File: config.mk
export PLATFORM = sky130hd
export DESIGN_NAME = dtsb_top
export DESIGN_NICKNAME = d
export VERILOG_FILES = /design/src/core/dtsb_pkg.sv /design/src/core/dtsb_blink.sv /design/src/core/dtsb_top.sv
export SDC_FILE = /design/constraint.sdc
export NUM_CORES = 1
export LEC_CHECK = 0
export BUFFER_PORTS_ARGS = -buffer_cell sky130_fd_sc_hd__buf_2
export CAP_MARGIN = 40
export CORE_UTILIZATION = 25
export DETAILED_ROUTE_END_ITERATION = 8
export SYNTH_ARGS = -nofsm -noshare
export SYNTH_HDL_FRONTEND = slang
export SYNTH_SLANG_ARGS = --single-unit
File: constraint.sdc
create_clock -name pclk -period 2.2 [get_ports pclk]
set_clock_uncertainty 0.2 [all_clocks]
set_input_delay 0.44 -clock pclk [delete_from_list [all_inputs] [get_ports pclk]]
set_output_delay 0.44 -clock pclk [all_outputs]
set_load 0.02 [all_outputs]
File: src/core/dtsb_pkg.sv
// Package for the display timing status and blink block
package dtsb_pkg;
   // Register byte addresses
   localparam logic [15:0] TIMING_CFG_ADDR = 16'h8308;
   localparam logic [15:0] GENERAL_CFG_ADDR = 16'h8304;
   // General configuration fields
   localparam int GEN_FIFO_FETCH_BIT = 0;
   localparam int GEN_CURSOR_BIT = 1;
   localparam logic [31:0] GEN_RESET = 32'h00000000;
   localparam logic [31:0] GEN_WMASK = 32'h00000003;
   // Timing configuration fields
   localparam int TIM_VIRQ_BIT = 31;
   localparam int TIM_VINACT_BIT = 30;
   localparam int TIM_LINACT_BIT = 29;
   localparam int TIM_MONID_BIT = 27;
   localparam int TIM_BLINK_BIT = 16;
   localparam logic [31:0] TIM_RESET = 32'h00000000;
   localparam logic [31:0] TIM_WMASK = 32'h0000FFFF | 32'h00010000;
   // Blink frame counter width
   localparam int FRAME_W = 6;

   // Raster status from the timing generator
   typedef struct packed {
      logic vsync;
      logic vactive;
      logic hactive;
   } dtsb_raster_t;

   // Blink outputs
   typedef struct packed {
      logic cursor_vis;
      logic text_vis;
   } dtsb_blink_t;
endpackage : dtsb_pkg

File: src/core/dtsb_blink.sv
// Blink phase generator driven by a frame counter
`timescale 1ns/1ps
`default_nettype none
module dtsb_blink (
   // Clock and reset
   input wire logic pclk,
   input wire logic presetn,
   // Control
   input wire logic frame_tick,
   input wire logic slow,
   // Result
   output dtsb_pkg::dtsb_blink_t blink
);
   typedef struct packed {
      logic [dtsb_pkg::FRAME_W-1:0] frame;
   } dtsb_bstate_t;
   dtsb_bstate_t st_reg;
   dtsb_bstate_t st_next;

   always_comb begin
      st_next = st_reg;
      if (frame_tick) begin
         st_next.frame = st_reg.frame + 6'h01;
      end
   end

   always_ff @(posedge pclk or negedge presetn) begin
      if (!presetn) begin
         st_reg <= '0;
      end else begin
         st_reg <= st_next;
      end
   end

   // Both rates: visible in first half
   always_comb begin
      if (slow) begin
         blink.cursor_vis = ~st_reg.frame[4];
         blink.text_vis = ~st_reg.frame[5];
      end else begin
         blink.cursor_vis = ~st_reg.frame[3];
         blink.text_vis = ~st_reg.frame[4];
      end
   end

   a_frame_step: assert property (@(posedge pclk) disable iff (!presetn)
      frame_tick |=> st_reg.frame == $past(st_reg.frame) + 6'h01)
      else $error("frame counter did not step");
   // Cursor shown for 8 of 16 frames
   a_fast_cursor: assert property (@(posedge pclk) disable iff (!presetn)
      !slow |-> blink.cursor_vis == (st_reg.frame[3:0] < 4'h8))
      else $error("fast cursor blink wrong");
   // Text shown for 32 of 64 frames
   a_slow_text: assert property (@(posedge pclk) disable iff (!presetn)
      slow |-> blink.text_vis == (st_reg.frame < 6'h20))
      else $error("slow text blink wrong");
endmodule : dtsb_blink
`default_nettype wire

File: src/core/dtsb_top.sv
// Display timing status, FIFO fetch gating and blink control
// What this block does
// - Cursor bit enables the hardware cursor
// - Fetch into FIFO only when enabled
// - No FIFO writes or reads when disabled
// - Bit 31 reads pending vertical interrupt
// - Bit 30 high outside active frame
// - Bit 29 high outside active line
// - Bit 27 returns monitor id pin
// - Normal blink: cursor 16/8, text 32/16
// - Slow blink: cursor 32/16, text 64/32
// - Timing register writable only when unlocked
//
// The implementer's own choice: register access over APB.
`timescale 1ns/1ps
`default_nettype none
module dtsb_top (
   // APB clock and reset
   input wire logic pclk,
   input wire logic presetn,
   // APB slave
   input wire logic psel,
   input wire logic penable,
   input wire logic pwrite,
   input wire logic [15:0] paddr,
   input wire logic [31:0] pwdata,
   output logic [31:0] prdata,
   output logic pready,
   output logic pslverr,
   // Lock and raster status from the controller core
   input wire logic unlocked,
   input wire dtsb_pkg::dtsb_raster_t raster,
   input wire logic vertical_irq_pending,
   // Monitor id pin, asynchronous
   input wire logic monitor_id_input_pin,
   // FIFO requests from fetch logic and pixel pipe
   input wire logic fifo_wr_req,
   input wire logic fifo_rd_req,
   // Controls out
   output logic fifo_wr_en,
   output logic fifo_rd_en,
   output logic hw_cursor_on,
   output logic cursor_visible,
   output logic text_visible
);
   typedef struct packed {
      logic [31:0] gen;
      logic [31:0] tim;
      logic [31:0] rdata;
      logic ready;
      logic slverr;
      logic [1:0] id_sync;
      logic vsync_d;
      logic wr_en;
      logic rd_en;
      logic cursor_on;
      logic cursor_vis;
      logic text_vis;
   } dtsb_state_t;

   dtsb_state_t st_reg;
   dtsb_state_t st_next;
   dtsb_pkg::dtsb_blink_t blink;
   logic frame_tick;
   logic access;
   logic [31:0] status_word;

   ////////////////////////////////////////////////////////////////////
   // Blink generator
   // One vsync rising edge per frame
   assign frame_tick = raster.vsync & ~st_reg.vsync_d;

   dtsb_blink u_blink (
      .pclk(pclk),
      .presetn(presetn),
      .frame_tick(frame_tick),
      .slow(st_reg.tim[dtsb_pkg::TIM_BLINK_BIT]),
      .blink(blink)
   );

   ////////////////////////////////////////////////////////////////////
   // Status view of the timing register
   // Access is taken in the first access cycle and answered in the next
   assign access = psel & penable & ~st_reg.ready;

   // Live status bits over stored fields
   always_comb begin
      status_word = st_reg.tim;
      status_word[dtsb_pkg::TIM_VIRQ_BIT] = vertical_irq_pending;
      status_word[dtsb_pkg::TIM_VINACT_BIT] = ~raster.vactive;
      status_word[dtsb_pkg::TIM_LINACT_BIT] = ~raster.hactive;
      status_word[dtsb_pkg::TIM_MONID_BIT] = st_reg.id_sync[1];
   end

   ////////////////////////////////////////////////////////////////////
   // Next state
   always_comb begin
      st_next = st_reg;
      st_next.ready = access;
      st_next.slverr = 1'b0;
      st_next.rdata = 32'h00000000;
      // Two-stage sync; only stage one feeds stage two
      st_next.id_sync = {st_reg.id_sync[0], monitor_id_input_pin};
      st_next.vsync_d = raster.vsync;
      if (access) begin
         case (paddr)
            dtsb_pkg::GENERAL_CFG_ADDR: begin
               if (pwrite) begin
                  st_next.gen = pwdata & dtsb_pkg::GEN_WMASK;
               end else begin
                  st_next.rdata = st_reg.gen;
               end
            end
            dtsb_pkg::TIMING_CFG_ADDR: begin
               if (pwrite) begin
                  // Locked writes are refused with an error
                  if (unlocked) begin
                     st_next.tim = pwdata & dtsb_pkg::TIM_WMASK;
                  end else begin
                     st_next.slverr = 1'b1;
                  end
               end else begin
                  st_next.rdata = status_word;
               end
            end
            default: begin
               st_next.slverr = 1'b1;
            end
         endcase
      end
      // FIFO traffic gated by fetch enable
      st_next.wr_en = fifo_wr_req & st_reg.gen[dtsb_pkg::GEN_FIFO_FETCH_BIT];
      st_next.rd_en = fifo_rd_req & st_reg.gen[dtsb_pkg::GEN_FIFO_FETCH_BIT];
      st_next.cursor_on = st_reg.gen[dtsb_pkg::GEN_CURSOR_BIT];
      st_next.cursor_vis = blink.cursor_vis & st_reg.gen[dtsb_pkg::GEN_CURSOR_BIT];
      st_next.text_vis = blink.text_vis;
   end

   always_ff @(posedge pclk or negedge presetn) begin
      if (!presetn) begin
         st_reg <= '0;
         st_reg.gen <= dtsb_pkg::GEN_RESET;
         st_reg.tim <= dtsb_pkg::TIM_RESET;
      end else begin
         st_reg <= st_next;
      end
   end

   ////////////////////////////////////////////////////////////////////
   // Outputs straight from flops
   assign prdata = st_reg.rdata;
   assign pready = st_reg.ready;
   assign pslverr = st_reg.slverr;
   assign fifo_wr_en = st_reg.wr_en;
   assign fifo_rd_en = st_reg.rd_en;
   assign hw_cursor_on = st_reg.cursor_on;
   assign cursor_visible = st_reg.cursor_vis;
   assign text_visible = st_reg.text_vis;

   ////////////////////////////////////////////////////////////////////
   // Checks
   // No FIFO activity while disabled
   a_fifo_gated: assert property (@(posedge pclk) disable iff (!presetn)
      (fifo_wr_en | fifo_rd_en) |-> $past(st_reg.gen[0]))
      else $error("fifo active while fetch disabled");
   a_fifo_pass: assert property (@(posedge pclk) disable iff (!presetn)
      (fifo_wr_req & st_reg.gen[0]) |=> fifo_wr_en)
      else $error("fetch request dropped");
   a_cursor_en: assert property (@(posedge pclk) disable iff (!presetn)
      !st_reg.gen[1] |=> !hw_cursor_on && !cursor_visible)
      else $error("cursor shown while disabled");
   a_lock_hold: assert property (@(posedge pclk) disable iff (!presetn)
      (access & pwrite & ~unlocked & paddr == 16'h8308) |=> $stable(st_reg.tim) && pslverr)
      else $error("locked write took effect");
   a_vflag_read: assert property (@(posedge pclk) disable iff (!presetn)
      (access & ~pwrite & paddr == 16'h8308) |=> prdata[30] == $past(~raster.vactive))
      else $error("vertical flag wrong");
   a_hflag_read: assert property (@(posedge pclk) disable iff (!presetn)
      (access & ~pwrite & paddr == 16'h8308) |=> prdata[29] == $past(~raster.hactive))
      else $error("line flag wrong");
   a_virq_read: assert property (@(posedge pclk) disable iff (!presetn)
      (access & ~pwrite & paddr == 16'h8308) |=> prdata[31] == $past(vertical_irq_pending))
      else $error("irq bit wrong");
   a_monid_read: assert property (@(posedge pclk) disable iff (!presetn)
      (access & ~pwrite & paddr == 16'h8308) |=> prdata[27] == $past(monitor_id_input_pin, 3))
      else $error("monitor id bit wrong");

   ////////////////////////////////////////////////////////////////////
   // Bus handshake checks
   // The slave always inserts exactly one wait state, so the master
   // never sees a late answer; a stuck answer would hang software.
   // Answer follows a taken request
   a_ready_next: assert property (@(posedge pclk) disable iff (!presetn)
      access |=> pready)
      else $error("no answer after access");
   // Ready is a one-cycle pulse
   a_ready_pulse: assert property (@(posedge pclk) disable iff (!presetn)
      pready |=> !pready)
      else $error("ready held too long");
   // Ready only after a taken request
   a_ready_cause: assert property (@(posedge pclk) disable iff (!presetn)
      !access |=> !pready)
      else $error("ready without request");
   // A request is taken once only
   a_access_once: assert property (@(posedge pclk) disable iff (!presetn)
      access |=> !access)
      else $error("request taken twice");
   // Error only with ready
   a_err_with_rdy: assert property (@(posedge pclk) disable iff (!presetn)
      pslverr |-> pready)
      else $error("error without ready");
   // Read data is zero outside the answer
   a_rdata_idle: assert property (@(posedge pclk) disable iff (!presetn)
      !pready |-> prdata == 32'h00000000)
      else $error("read data outside answer");
   // Unmapped address refused with zero data
   a_unmapped_err: assert property (@(posedge pclk) disable iff (!presetn)
      (access & paddr != 16'h8304 & paddr != 16'h8308) |=>
         pslverr && prdata == 32'h00000000)
      else $error("unmapped access not refused");

   ////////////////////////////////////////////////////////////////////
   // Register content checks
   // Unlocked timing write lands
   a_tim_write: assert property (@(posedge pclk) disable iff (!presetn)
      (access & pwrite & unlocked & paddr == 16'h8308) |=>
         st_reg.tim == ($past(pwdata) & 32'h0001FFFF) && !pslverr)
      else $error("timing write lost");
   // Timing register changes only on writes
   a_tim_hold: assert property (@(posedge pclk) disable iff (!presetn)
      !(access & pwrite & paddr == 16'h8308) |=> $stable(st_reg.tim))
      else $error("timing register changed alone");
   a_tim_rsvd: assert property (@(posedge pclk) disable iff (!presetn)
      (access & ~pwrite & paddr == 16'h8308) |=>
         prdata[28] == 1'b0 && prdata[26:17] == 10'h000)
      else $error("reserved timing bits set");
   a_status_ok: assert property (@(posedge pclk) disable iff (!presetn)
      (access & ~pwrite & paddr == 16'h8308) |=> !pslverr)
      else $error("status read refused");
   a_gen_write: assert property (@(posedge pclk) disable iff (!presetn)
      (access & pwrite & paddr == 16'h8304) |=>
         st_reg.gen == ($past(pwdata) & 32'h00000003) && !pslverr)
      else $error("general write lost");
   // General register changes only on writes
   a_gen_hold: assert property (@(posedge pclk) disable iff (!presetn)
      !(access & pwrite & paddr == 16'h8304) |=> $stable(st_reg.gen))
      else $error("general register changed alone");
   // General reads show two bits only
   a_gen_read: assert property (@(posedge pclk) disable iff (!presetn)
      (access & ~pwrite & paddr == 16'h8304) |=> prdata[31:2] == 30'h00000000)
      else $error("general read upper bits set");

   ////////////////////////////////////////////////////////////////////
   // FIFO gating and display controls
   // Enabled fetch passes read requests
   a_rd_pass: assert property (@(posedge pclk) disable iff (!presetn)
      (fifo_rd_req & st_reg.gen[0]) |=> fifo_rd_en)
      else $error("read request dropped");
   a_fetch_off: assert property (@(posedge pclk) disable iff (!presetn)
      !st_reg.gen[0] |=> !fifo_wr_en && !fifo_rd_en)
      else $error("fifo traffic while disabled");
   a_cursor_set: assert property (@(posedge pclk) disable iff (!presetn)
      st_reg.gen[1] |=> hw_cursor_on)
      else $error("cursor enable lost");
   a_cursor_blink: assert property (@(posedge pclk) disable iff (!presetn)
      st_reg.gen[1] |=> cursor_visible == $past(blink.cursor_vis))
      else $error("cursor blink not passed");
   a_text_follow: assert property (@(posedge pclk) disable iff (!presetn)
      1'b1 |=> text_visible == $past(blink.text_vis))
      else $error("text blink not passed");
   a_tick_single: assert property (@(posedge pclk) disable iff (!presetn)
      frame_tick |=> !frame_tick)
      else $error("frame tick repeated");
   a_vsync_delay: assert property (@(posedge pclk) disable iff (!presetn)
      1'b1 |=> st_reg.vsync_d == $past(raster.vsync))
      else $error("vsync delay wrong");
   // First sync stage samples the pin
   a_id_stage1: assert property (@(posedge pclk) disable iff (!presetn)
      1'b1 |=> st_reg.id_sync[0] == $past(monitor_id_input_pin))
      else $error("id first stage wrong");
   a_id_stage2: assert property (@(posedge pclk) disable iff (!presetn)
      1'b1 ##1 1'b1 |=> st_reg.id_sync[1] == $past(monitor_id_input_pin, 2))
      else $error("id second stage wrong");
endmodule : dtsb_top
`default_nettype wire

Word level (Yosys, flattened, before mapping)
Index checks and enable logic that the tools add are counted.
- bits in registers: 67
- output and inout bits: 39
- word-level logic and storage cells: 40
- add/sub/neg operators: 1
- equal/unequal tests: 2
- muxes and demuxes: 9
- bitwise logic cells: 13
- reductions and logical operators: 2
- operators with widths (kind ; number):
    32-bit two-way mux ; 2
    32-bit case mux with 2 select lines ; 1
    16-bit == test (second input constant) ; 2
    1-bit inverter ; 7
    6-bit by 1-bit adder with 6-bit output (second input constant) ; 1
    1-bit AND ; 6
    2-bit two-way mux ; 2
    4-bit AND reduction ; 1
    1-bit two-way mux ; 3
    3-bit AND reduction ; 1
    1-bit case mux with 2 select lines ; 1

Longest topological paths before layout
Gate-level depths: netlist of run 1.
- depth after elaboration: 4
- gate-level depth with buffers: 5
- mapped depth without buffers: 4

Modules after synthesis
A second synthesis of run 1 with hierarchy kept.
- cell total of the unflattened synthesis: 170
- area, all modules: 2386.0 µm²
- modules (own cells, without submodules) (module ; times used ; cells an instance ; area each (µm²) ; seq. area each (µm²)):
    dtsb_top ; 1 ; 150 ; 2115.8 ; 1251.2
    dtsb_blink ; 1 ; 20 ; 270.3 ; 150.1

Worst setup path before layout of run 1
OpenSTA, ideal clock, no wires.
- path type: input to register
- start: in paddr[1]
- end: reg st_reg[48] (netlist bit)
- arrival time: 1.824 ns
- required time: 1.875 ns
- setup slack: 0.051 ns
- stages: 5
- path through: nor4_4 nand4b_4 nor3_4 buf_12 mux2_4
- word-level cells in the longest chain between the ends: 2
- RTL lines (element ; line ; RTL):
    start, declared ; dtsb_top.sv:25 ; input wire logic [15:0] paddr,
    16-bit == test ; dtsb_top.sv:106 ; case (paddr)
    4-bit AND reduction (no source line) ; - ;
    end signal, assigned ; dtsb_top.sv:145 ; st_reg <= st_next;
    end, declared ; dtsb_top.sv:61 ; dtsb_state_t st_reg;
No other way between the ends.
A chain may end at the register's enable or synchronous reset.

Worst setup path in the final report of run 1
- start: reg st_reg, in the netlist pready
- end: reg st_reg[46] (netlist bit)
- word-level cells in the longest chain between the ends: 3
- RTL lines (element ; line ; RTL):
    1-bit inverter ; dtsb_top.sv:84 ; assign access = psel & penable & ~st_reg.ready;
    1-bit AND ; dtsb_top.sv:84 ;
    net access ; dtsb_top.sv:65 ; logic access;
    4-bit AND reduction (no source line) ; - ;
The timed path passes the listed nets, and every way through them passes these cells.

==> qor.csv, run 1 <==
metric;value;unit
num ports;100;
Placed Cells;356;
top area cells in the synthesized netlist;dfrtp_1 (59%), buf_4 (10%), mux2_4 (6.3%);
worst r2r dst;st_reg[46];
critical path arrival;1940;ps
GPL Wtd Cong;0.714;
setup TNS;0;ps
area of the multi-input gates;744;um^2
clock slew at reported path FFs;100;ps
Power Total;2.08;mW
routed len/inst;12.2;um
path depth of the worst reg2reg path;5;
synthesized area;0.00238;mm^2
core area;0.00924;mm^2
root buffer cell;clkbuf_8;
slowest CP cell;dfrtp_1;
DRT iter0 DRCs;17;
CTS tree;yes;
row cnt;35;
Yosys warning count;0;
max reg flops;21;
crit path launch type;register;
sequential area share after synthesis;58.9;%
final setup vio count;0;
HPWL after detailed placement;3.18;mm
DIE WIDTH;99.5;um
global-route wire length before repair;7.04;mm
drt first pass iters;4;
initial antenna violation count;1;
FMAX;0.516;GHz
Post-DRT Antenna Nets;0;
area leader, netlist;dfrtp_1;
CTS sink count;56;
vias per cell;3.87;
vias post-DR;1414;
H-tree levels;2;
Peak VDD IR;0.435;mV
antenna fix cells;0;
largest net degree at the start of global routing;57;
flop-to-flop setup slack;260;ps
CP cell instances;and3b_1 -> nand4b_4 -> nor3_4 -> buf_12 -> mux2_2;
Yosys reg bits;56;
max-cap viol count;0;
final hold vios;0;
WP data required;2200;ps
Placed Area;0.00277;mm^2
sequential cell area;0.00140;mm^2
critical path peak fanout;14;
Num CTS Buffers;5;
clk_lat worst skew;300;ps
# DRC;0;
Die Span Y;99.5;um
global route total overflow;0;
nets;297;
Hold WC Path Type;in2reg;
Setup Fix Bufs, Post-CTS;0;
crit path from;pready;
Max stage delay on crit path;380;ps
Layout Cells excl Fill;365;
post-synth cell types;30;
Slew Limit Fails;0;
RR Startpoint;pready;
final hold slack;35.8;ps
Leak;1.61;nW
die area;0.00990;mm^2
initial core utilization;25.7;%
Worst Setup EP;st_reg[46];
Final Cell Area;0.00290;mm^2
Post-Synthesis Cells;170;
# fillers;955;
share of cells above drive strength 1;49.2;%
mean post-synth cell area;14.0;um^2
port bufs;73;
Syn-to-layout area delta;22.2;%
power density cells;717;mW/mm^2
Final Cycle Share;88.2;%
gr usage total;9.27;%
WL final;4.44;mm
top-area cell type share of the netlist area;58.9;%
maximum root-to-sink buffer count;2;
vias in the first global route;1436;
status;finished clean;
RSZ-0062 raised after global routing;no;
min Tclk post-route;1940;ps
CP endpoint kind;register;
Setup CP Type;reg2reg;
Yosys cell counts:
library cell  instances
dfrtp_1              56
buf_4                32
and3_1               17
mux2_2               10
mux2_4               10
nand2_1               4
and2_1                3
and3b_1               3
clkbuf_1              3
nor2b_1               3
xnor2_1               3
a22oi_1               2
mux2i_1               2
nand4_1               2
nor3_4                2
nor4_1                2
nor4b_1               2
xor2_1                2
a21oi_1               1
buf_12                1
conb_1                1
ha_1                  1
nand2b_1              1
nand3_1               1
nand3b_1              1
nand4b_4              1
nor2_1                1
nor3_1                1
nor4_4                1
o31a_1                1
worst max-delay path: cells and delay by family, from the launching register on:
| kind | cells | cell delay (ps) |
|---|---|---|
| mux | 1 | 340 |
| simple gates | 3 | 720 |
| flops | 1 | 380 |
| buf+inv | 1 | 200 |
per-stage QoR:
stage / setup slack (ps) / util, %
global route: 164 / 31.4
CTS: 234 / 31.4
floorplan: 51.1 / -
finish: 260 / 31.4
detailed placement: -19.4 / 30.0
global placement: -4.72 / 30.0
layout make-up:
| type | instances | share of cell area [%] |
|---|---|---|
| Tap cell | 129 | 5.56 |
| Clock inverter | 2 | 1.34 |
| Clock buffer | 6 | 2.84 |
| Sequential cell | 56 | 48.3 |
| Timing Repair Buffer | 84 | 16.4 |
| Multi-Input combinational cell | 88 | 25.6 |
metal layers:
metal / up-vias / global-route usage [%] / wire [um]
li1: 667 / - / -
met1: 696 / 11.9 / 2050
met2: 43 / 15.2 / 2160
met3: 6 / 2.67 / 188
met4: 2 / 2.71 / 28
met5: - / 0 / 10
cells in the final DEF (no fill, tap or decap), drive strengths merged, types with 3 or more instances in the layout:
| cell type | instances |
|---|---|
| nor2b | 3 |
| and3b | 3 |
| conb | 11 |
| buf | 83 |
| nor4 | 3 |
| nor3 | 3 |
| and3 | 17 |
| dfrtp | 56 |
| clkbuf | 6 |
| xnor2 | 3 |
| mux2 | 20 |
| and2 | 3 |
| nand2 | 4 |
power breakdown:
part	switching (mW)	total, mW	internal, mW
Sequential	0.0553	1.15	1.09
Combinational	0.116	0.220	0.104
Clock	0.339	0.712	0.373
worst min-delay path by stage:
stage | startpoint | to | slack (ps) | cells after the start
6_report | monitor_id_input_pin | st_next[7] | 40 | 1
5_1_grt | monitor_id_input_pin | st_next[7] | 10 | 1
4_1_cts | monitor_id_input_pin | st_next[7] | 20 | 1
3_5_place_dp | st_next[7] | st_reg[7] | 140 | 0
3_3_place_gp | st_next[7] | st_reg[7] | 130 | 0
2_1_floorplan | presetn | cursor_visible | -60 | 0
repair_timing:
item                                    4_1_cts  5_1_grt
hold buffers                                  1        0
resized for setup                             0        0
endpoints found under the setup margin        0        0
endpoints found under the hold margin        56        0
cell families (layout without fill, tap and decap cells):
logic type / count (synthesis) / after routing / share of synthesized area [%]
DFF: 56 / 56 / 58.9
muxes: 22 / 22 / 11.9
buffers and inverters: 36 / 92 / 11.4
other: 1 / 11 / 0.158
and+or+nand+nor: 45 / 45 / 14.0
xor gates and xnor gates: 5 / 5 / 1.84
adders and majority gates: 1 / 1 / 0.526
AOI/OAI and AO/OA: 4 / 4 / 1.21
(Power assumes the default switching activity.)
==> run 2, diff against run 1 <==
--- a/config.mk
+++ b/config.mk
@@ -5,6 +5,7 @@
 export SDC_FILE = /design/constraint.sdc
 export NUM_CORES = 1
 export LEC_CHECK = 0
+export ABC_AREA = 1
 export BUFFER_PORTS_ARGS = -buffer_cell sky130_fd_sc_hd__buf_2
 export CAP_MARGIN = 40
 export CORE_UTILIZATION = 25
==> qor.csv, run 2 <==
metric;value;unit;change
largest net degree at the start of global routing;25;;was 57
CP endpoint kind;register;;unchanged
Placed Cells;423;;was 356
min Tclk post-route;1600;ps;was 1940 ps
Syn-to-layout area delta;17.7;%;was 22.2%
# DRC;0;;unchanged
worst rel slew slack;63.9;%;
max-cap viol count;0;;unchanged
CTS tree;yes;;unchanged
Post-synth top cells;dfrtp_1 (56), nand2_1 (52), buf_4 (34), nand4_1 (19), inv_1 (13);;was dfrtp_1 (56), buf_4 (32), and3_1 (17), mux2_2 (10), mux2_4 (10)
critical path peak fanout;21;;was 14
multiplexer area fraction after synthesis;0.444;%;was 11.9%
maximum root-to-sink buffer count;2;;unchanged
Yosys warning count;0;;unchanged
final setup vio count;0;;unchanged
vias in the first global route;1756;;was 1436
global route total overflow;0;;unchanged
area leader, netlist;dfrtp_1;;unchanged
mean post-synth cell area;10.6;um^2;was 14.0 um^2
port bufs;73;;unchanged
synthesized area;0.00254;mm^2;was 0.00238 mm^2
clk_lat worst skew;320;ps;was 300 ps
Placed Area;0.00287;mm^2;was 0.00277 mm^2
Layout Cells excl Fill;432;;was 365
share of cells above drive strength 1;36.1;%;was 49.2%
power density cells;684;mW/mm^2;was 717 mW/mm^2
core area;0.00982;mm^2;was 0.00924 mm^2
GPL Wtd Cong;0.716;;was 0.714
slowest CP cell;nor2_8;;was dfrtp_1
Num CTS Buffers;5;;unchanged
DIE WIDTH;103;um;was 99.5 um
setup TNS;0;ps;unchanged
Die Span Y;103;um;was 99.5 um
die area;0.0106;mm^2;was 0.00990 mm^2
sequential area share after synthesis;55.2;%;was 58.9%
initial core utilization;25.9;%;was 25.7%
post-synthesis xor/xnor area fraction;1.72;%;was 1.84%
final hold slack;39.4;ps;was 35.8 ps
Setup CP Type;in2reg;;was reg2reg
vias post-DR;1736;;was 1414
top-area cell type share of the netlist area;55.2;%;was 58.9%
H-tree levels;2;;unchanged
Slew Limit Fails;0;;unchanged
Post-Synthesis Cells;240;;was 170
status;finished clean;;unchanged
# fillers;1067;;was 955
row cnt;36;;was 35
Final Cell Area;0.00299;mm^2;was 0.00290 mm^2
clock slew at reported path FFs;90;ps;was 100 ps
WL final;5.05;mm;was 4.44 mm
crit path launch type;input port;;was register
CTS sink count;56;;unchanged
drt first pass iters;4;;unchanged
largest family of logic cells by synthesized area;simple AND/OR/NAND/NOR gates;;unchanged
slew at the pin with the worst max-slew slack;541;ps;
Peak VDD IR;0.219;mV;was 0.435 mV
nets;360;;was 297
DRT iter0 DRCs;83;;was 17
WP data required;2210;ps;was 2200 ps
final hold vios;0;;unchanged
Max stage delay on crit path;300;ps;was 380 ps
Leak;1.62;nW;was 1.61 nW
most common cell after layout, fill and taps aside;buf_2;;unchanged
HPWL after detailed placement;3.76;mm;was 3.18 mm
antenna fix cells;0;;unchanged
vias per cell;4.02;;was 3.87
Final Cycle Share;72.7;%;was 88.2%
post-synth cell types;28;;was 30
initial antenna violation count;0;;was 1
CP cell instances;buf_2 -> nor2_1 -> nand3_2 -> nor2_8 -> nand2_4 -> nor3b_1;;was and3b_1 -> nand4b_4 -> nor3_4 -> buf_12 -> mux2_2
asr flop ratio synth;100;%;unchanged
Hold WC Path Type;in2reg;;unchanged
Synth Area in Compound Gates;0.986;%;was 1.21%
Post-Synth Simple-Gate Area;27.1;%;was 14.0%
top area cells in the synthesized netlist;dfrtp_1 (55%), buf_4 (10%), nand2_1 (7.7%);;was dfrtp_1 (59%), buf_4 (10%), mux2_4 (6.3%)
root buffer cell;clkbuf_8;;unchanged
critical path arrival;1610;ps;was 1940 ps
Power Total;2.04;mW;was 2.08 mW
Synth Area in Adders;0.493;%;was 0.526%
max reg flops;21;;unchanged
FMAX;0.625;GHz;was 0.516 GHz
Post-DRT Antenna Nets;0;;unchanged
Yosys reg bits;56;;unchanged
ys flop type;dfrtp_1;;unchanged
Post-synth EDFFs;0;;unchanged
num ports;100;;unchanged
most frequent cells in the layout;buf_2 (73), dfrtp_1 (56), nand2_1 (52);;was buf_2 (73), dfrtp_1 (56), and3_1 (17)
gr usage total;10.6;%;was 9.27%
most frequent cell after synthesis;dfrtp_1;;unchanged
global-route wire length before repair;8.45;mm;was 7.04 mm
RSZ-0062 raised after global routing;no;;unchanged
routed len/inst;11.7;um;was 12.2 um
## run 2: cell count changes after synthesis, moves of 10 or more
cell,before,now
mux2_4,10,0
inv_1,0,13
nand4_1,2,19
and3_1,17,0
nand2_1,4,52
## run 2: report_power, final
part / leakage, nW / switching, mW / internal [mW]
Clock: 0.0541 / 0.326 / 0.337
Combinational: 0.807 / 0.145 / 0.0945
Sequential: 0.756 / 0.0444 / 1.10
Total: 1.62 / 0.515 / 1.53
## run 2: final cells by class
type | count | area (um^2) | share of cell area, %
multi-input cells | 139 | 821 | 27.5
clock buffers | 5 | 68.8 | 2.30
well taps | 133 | 166 | 5.57
flip-flops and latches | 56 | 1400 | 46.9
inverters | 14 | 52.6 | 1.76
clock inverters | 3 | 42.5 | 1.42
repair buffers | 82 | 435 | 14.6
## run 2: final timing paths
kind	from	endpoint	slack [ps]	cells past startpoint
worst max-delay path	paddr[13]	prdata[5]	600	6
worst min-delay path	monitor_id_input_pin	st_next[7]	40	1
worst max register to register	pready	st_reg[53]	630	6
worst min register to register	st_next[7]	st_reg[7]	160	0
max in group asynchronous	presetn	st_reg[53]	720	3
min in group asynchronous	presetn	u_blink.st_reg[2]	430	2
## run 2: cell families after synthesis
| group | Yosys count |
|---|---|
| buffers and inverters | 55 |
| adder cells (fa/ha/maj) | 1 |
| XOR/XNOR | 5 |
| AND/OR/NAND/NOR | 117 |
| AO/OA/AOI/OAI | 4 |
| multiplexers | 1 |
| other | 1 |
| flip-flops | 56 |
## run 2: repair_timing
item                                    CTS  global route
hold buffers                              1             0
buffers inserted                          0             0
endpoints found under the setup margin    0             0
endpoints found under the hold margin    22             0
resized for setup                         0             0
## run 2: critical path: cells and delay by family
kind / cells / cell delay [ps]
buffers and inverters: 1 / 90
and+or+nand+nor: 5 / 1070
## run 2: routing by layer
| layer | share of wire (%) | global-route usage, % |
|---|---|---|
| met4 | 1.3 | 3.58 |
| met2 | 45 | 17.1 |
| met1 | 46 | 13.5 |
| met3 | 7.6 | 3.19 |
| met5 | 0 | 0 |
## run 2: stage by stage
step	util [%]	setup WS [ps]
4_1_cts	30.4	579
6_report	30.4	600
5_1_grt	30.4	416
3_5_place_dp	29.2	261
3_3_place_gp	29.2	295
2_1_floorplan	-	575
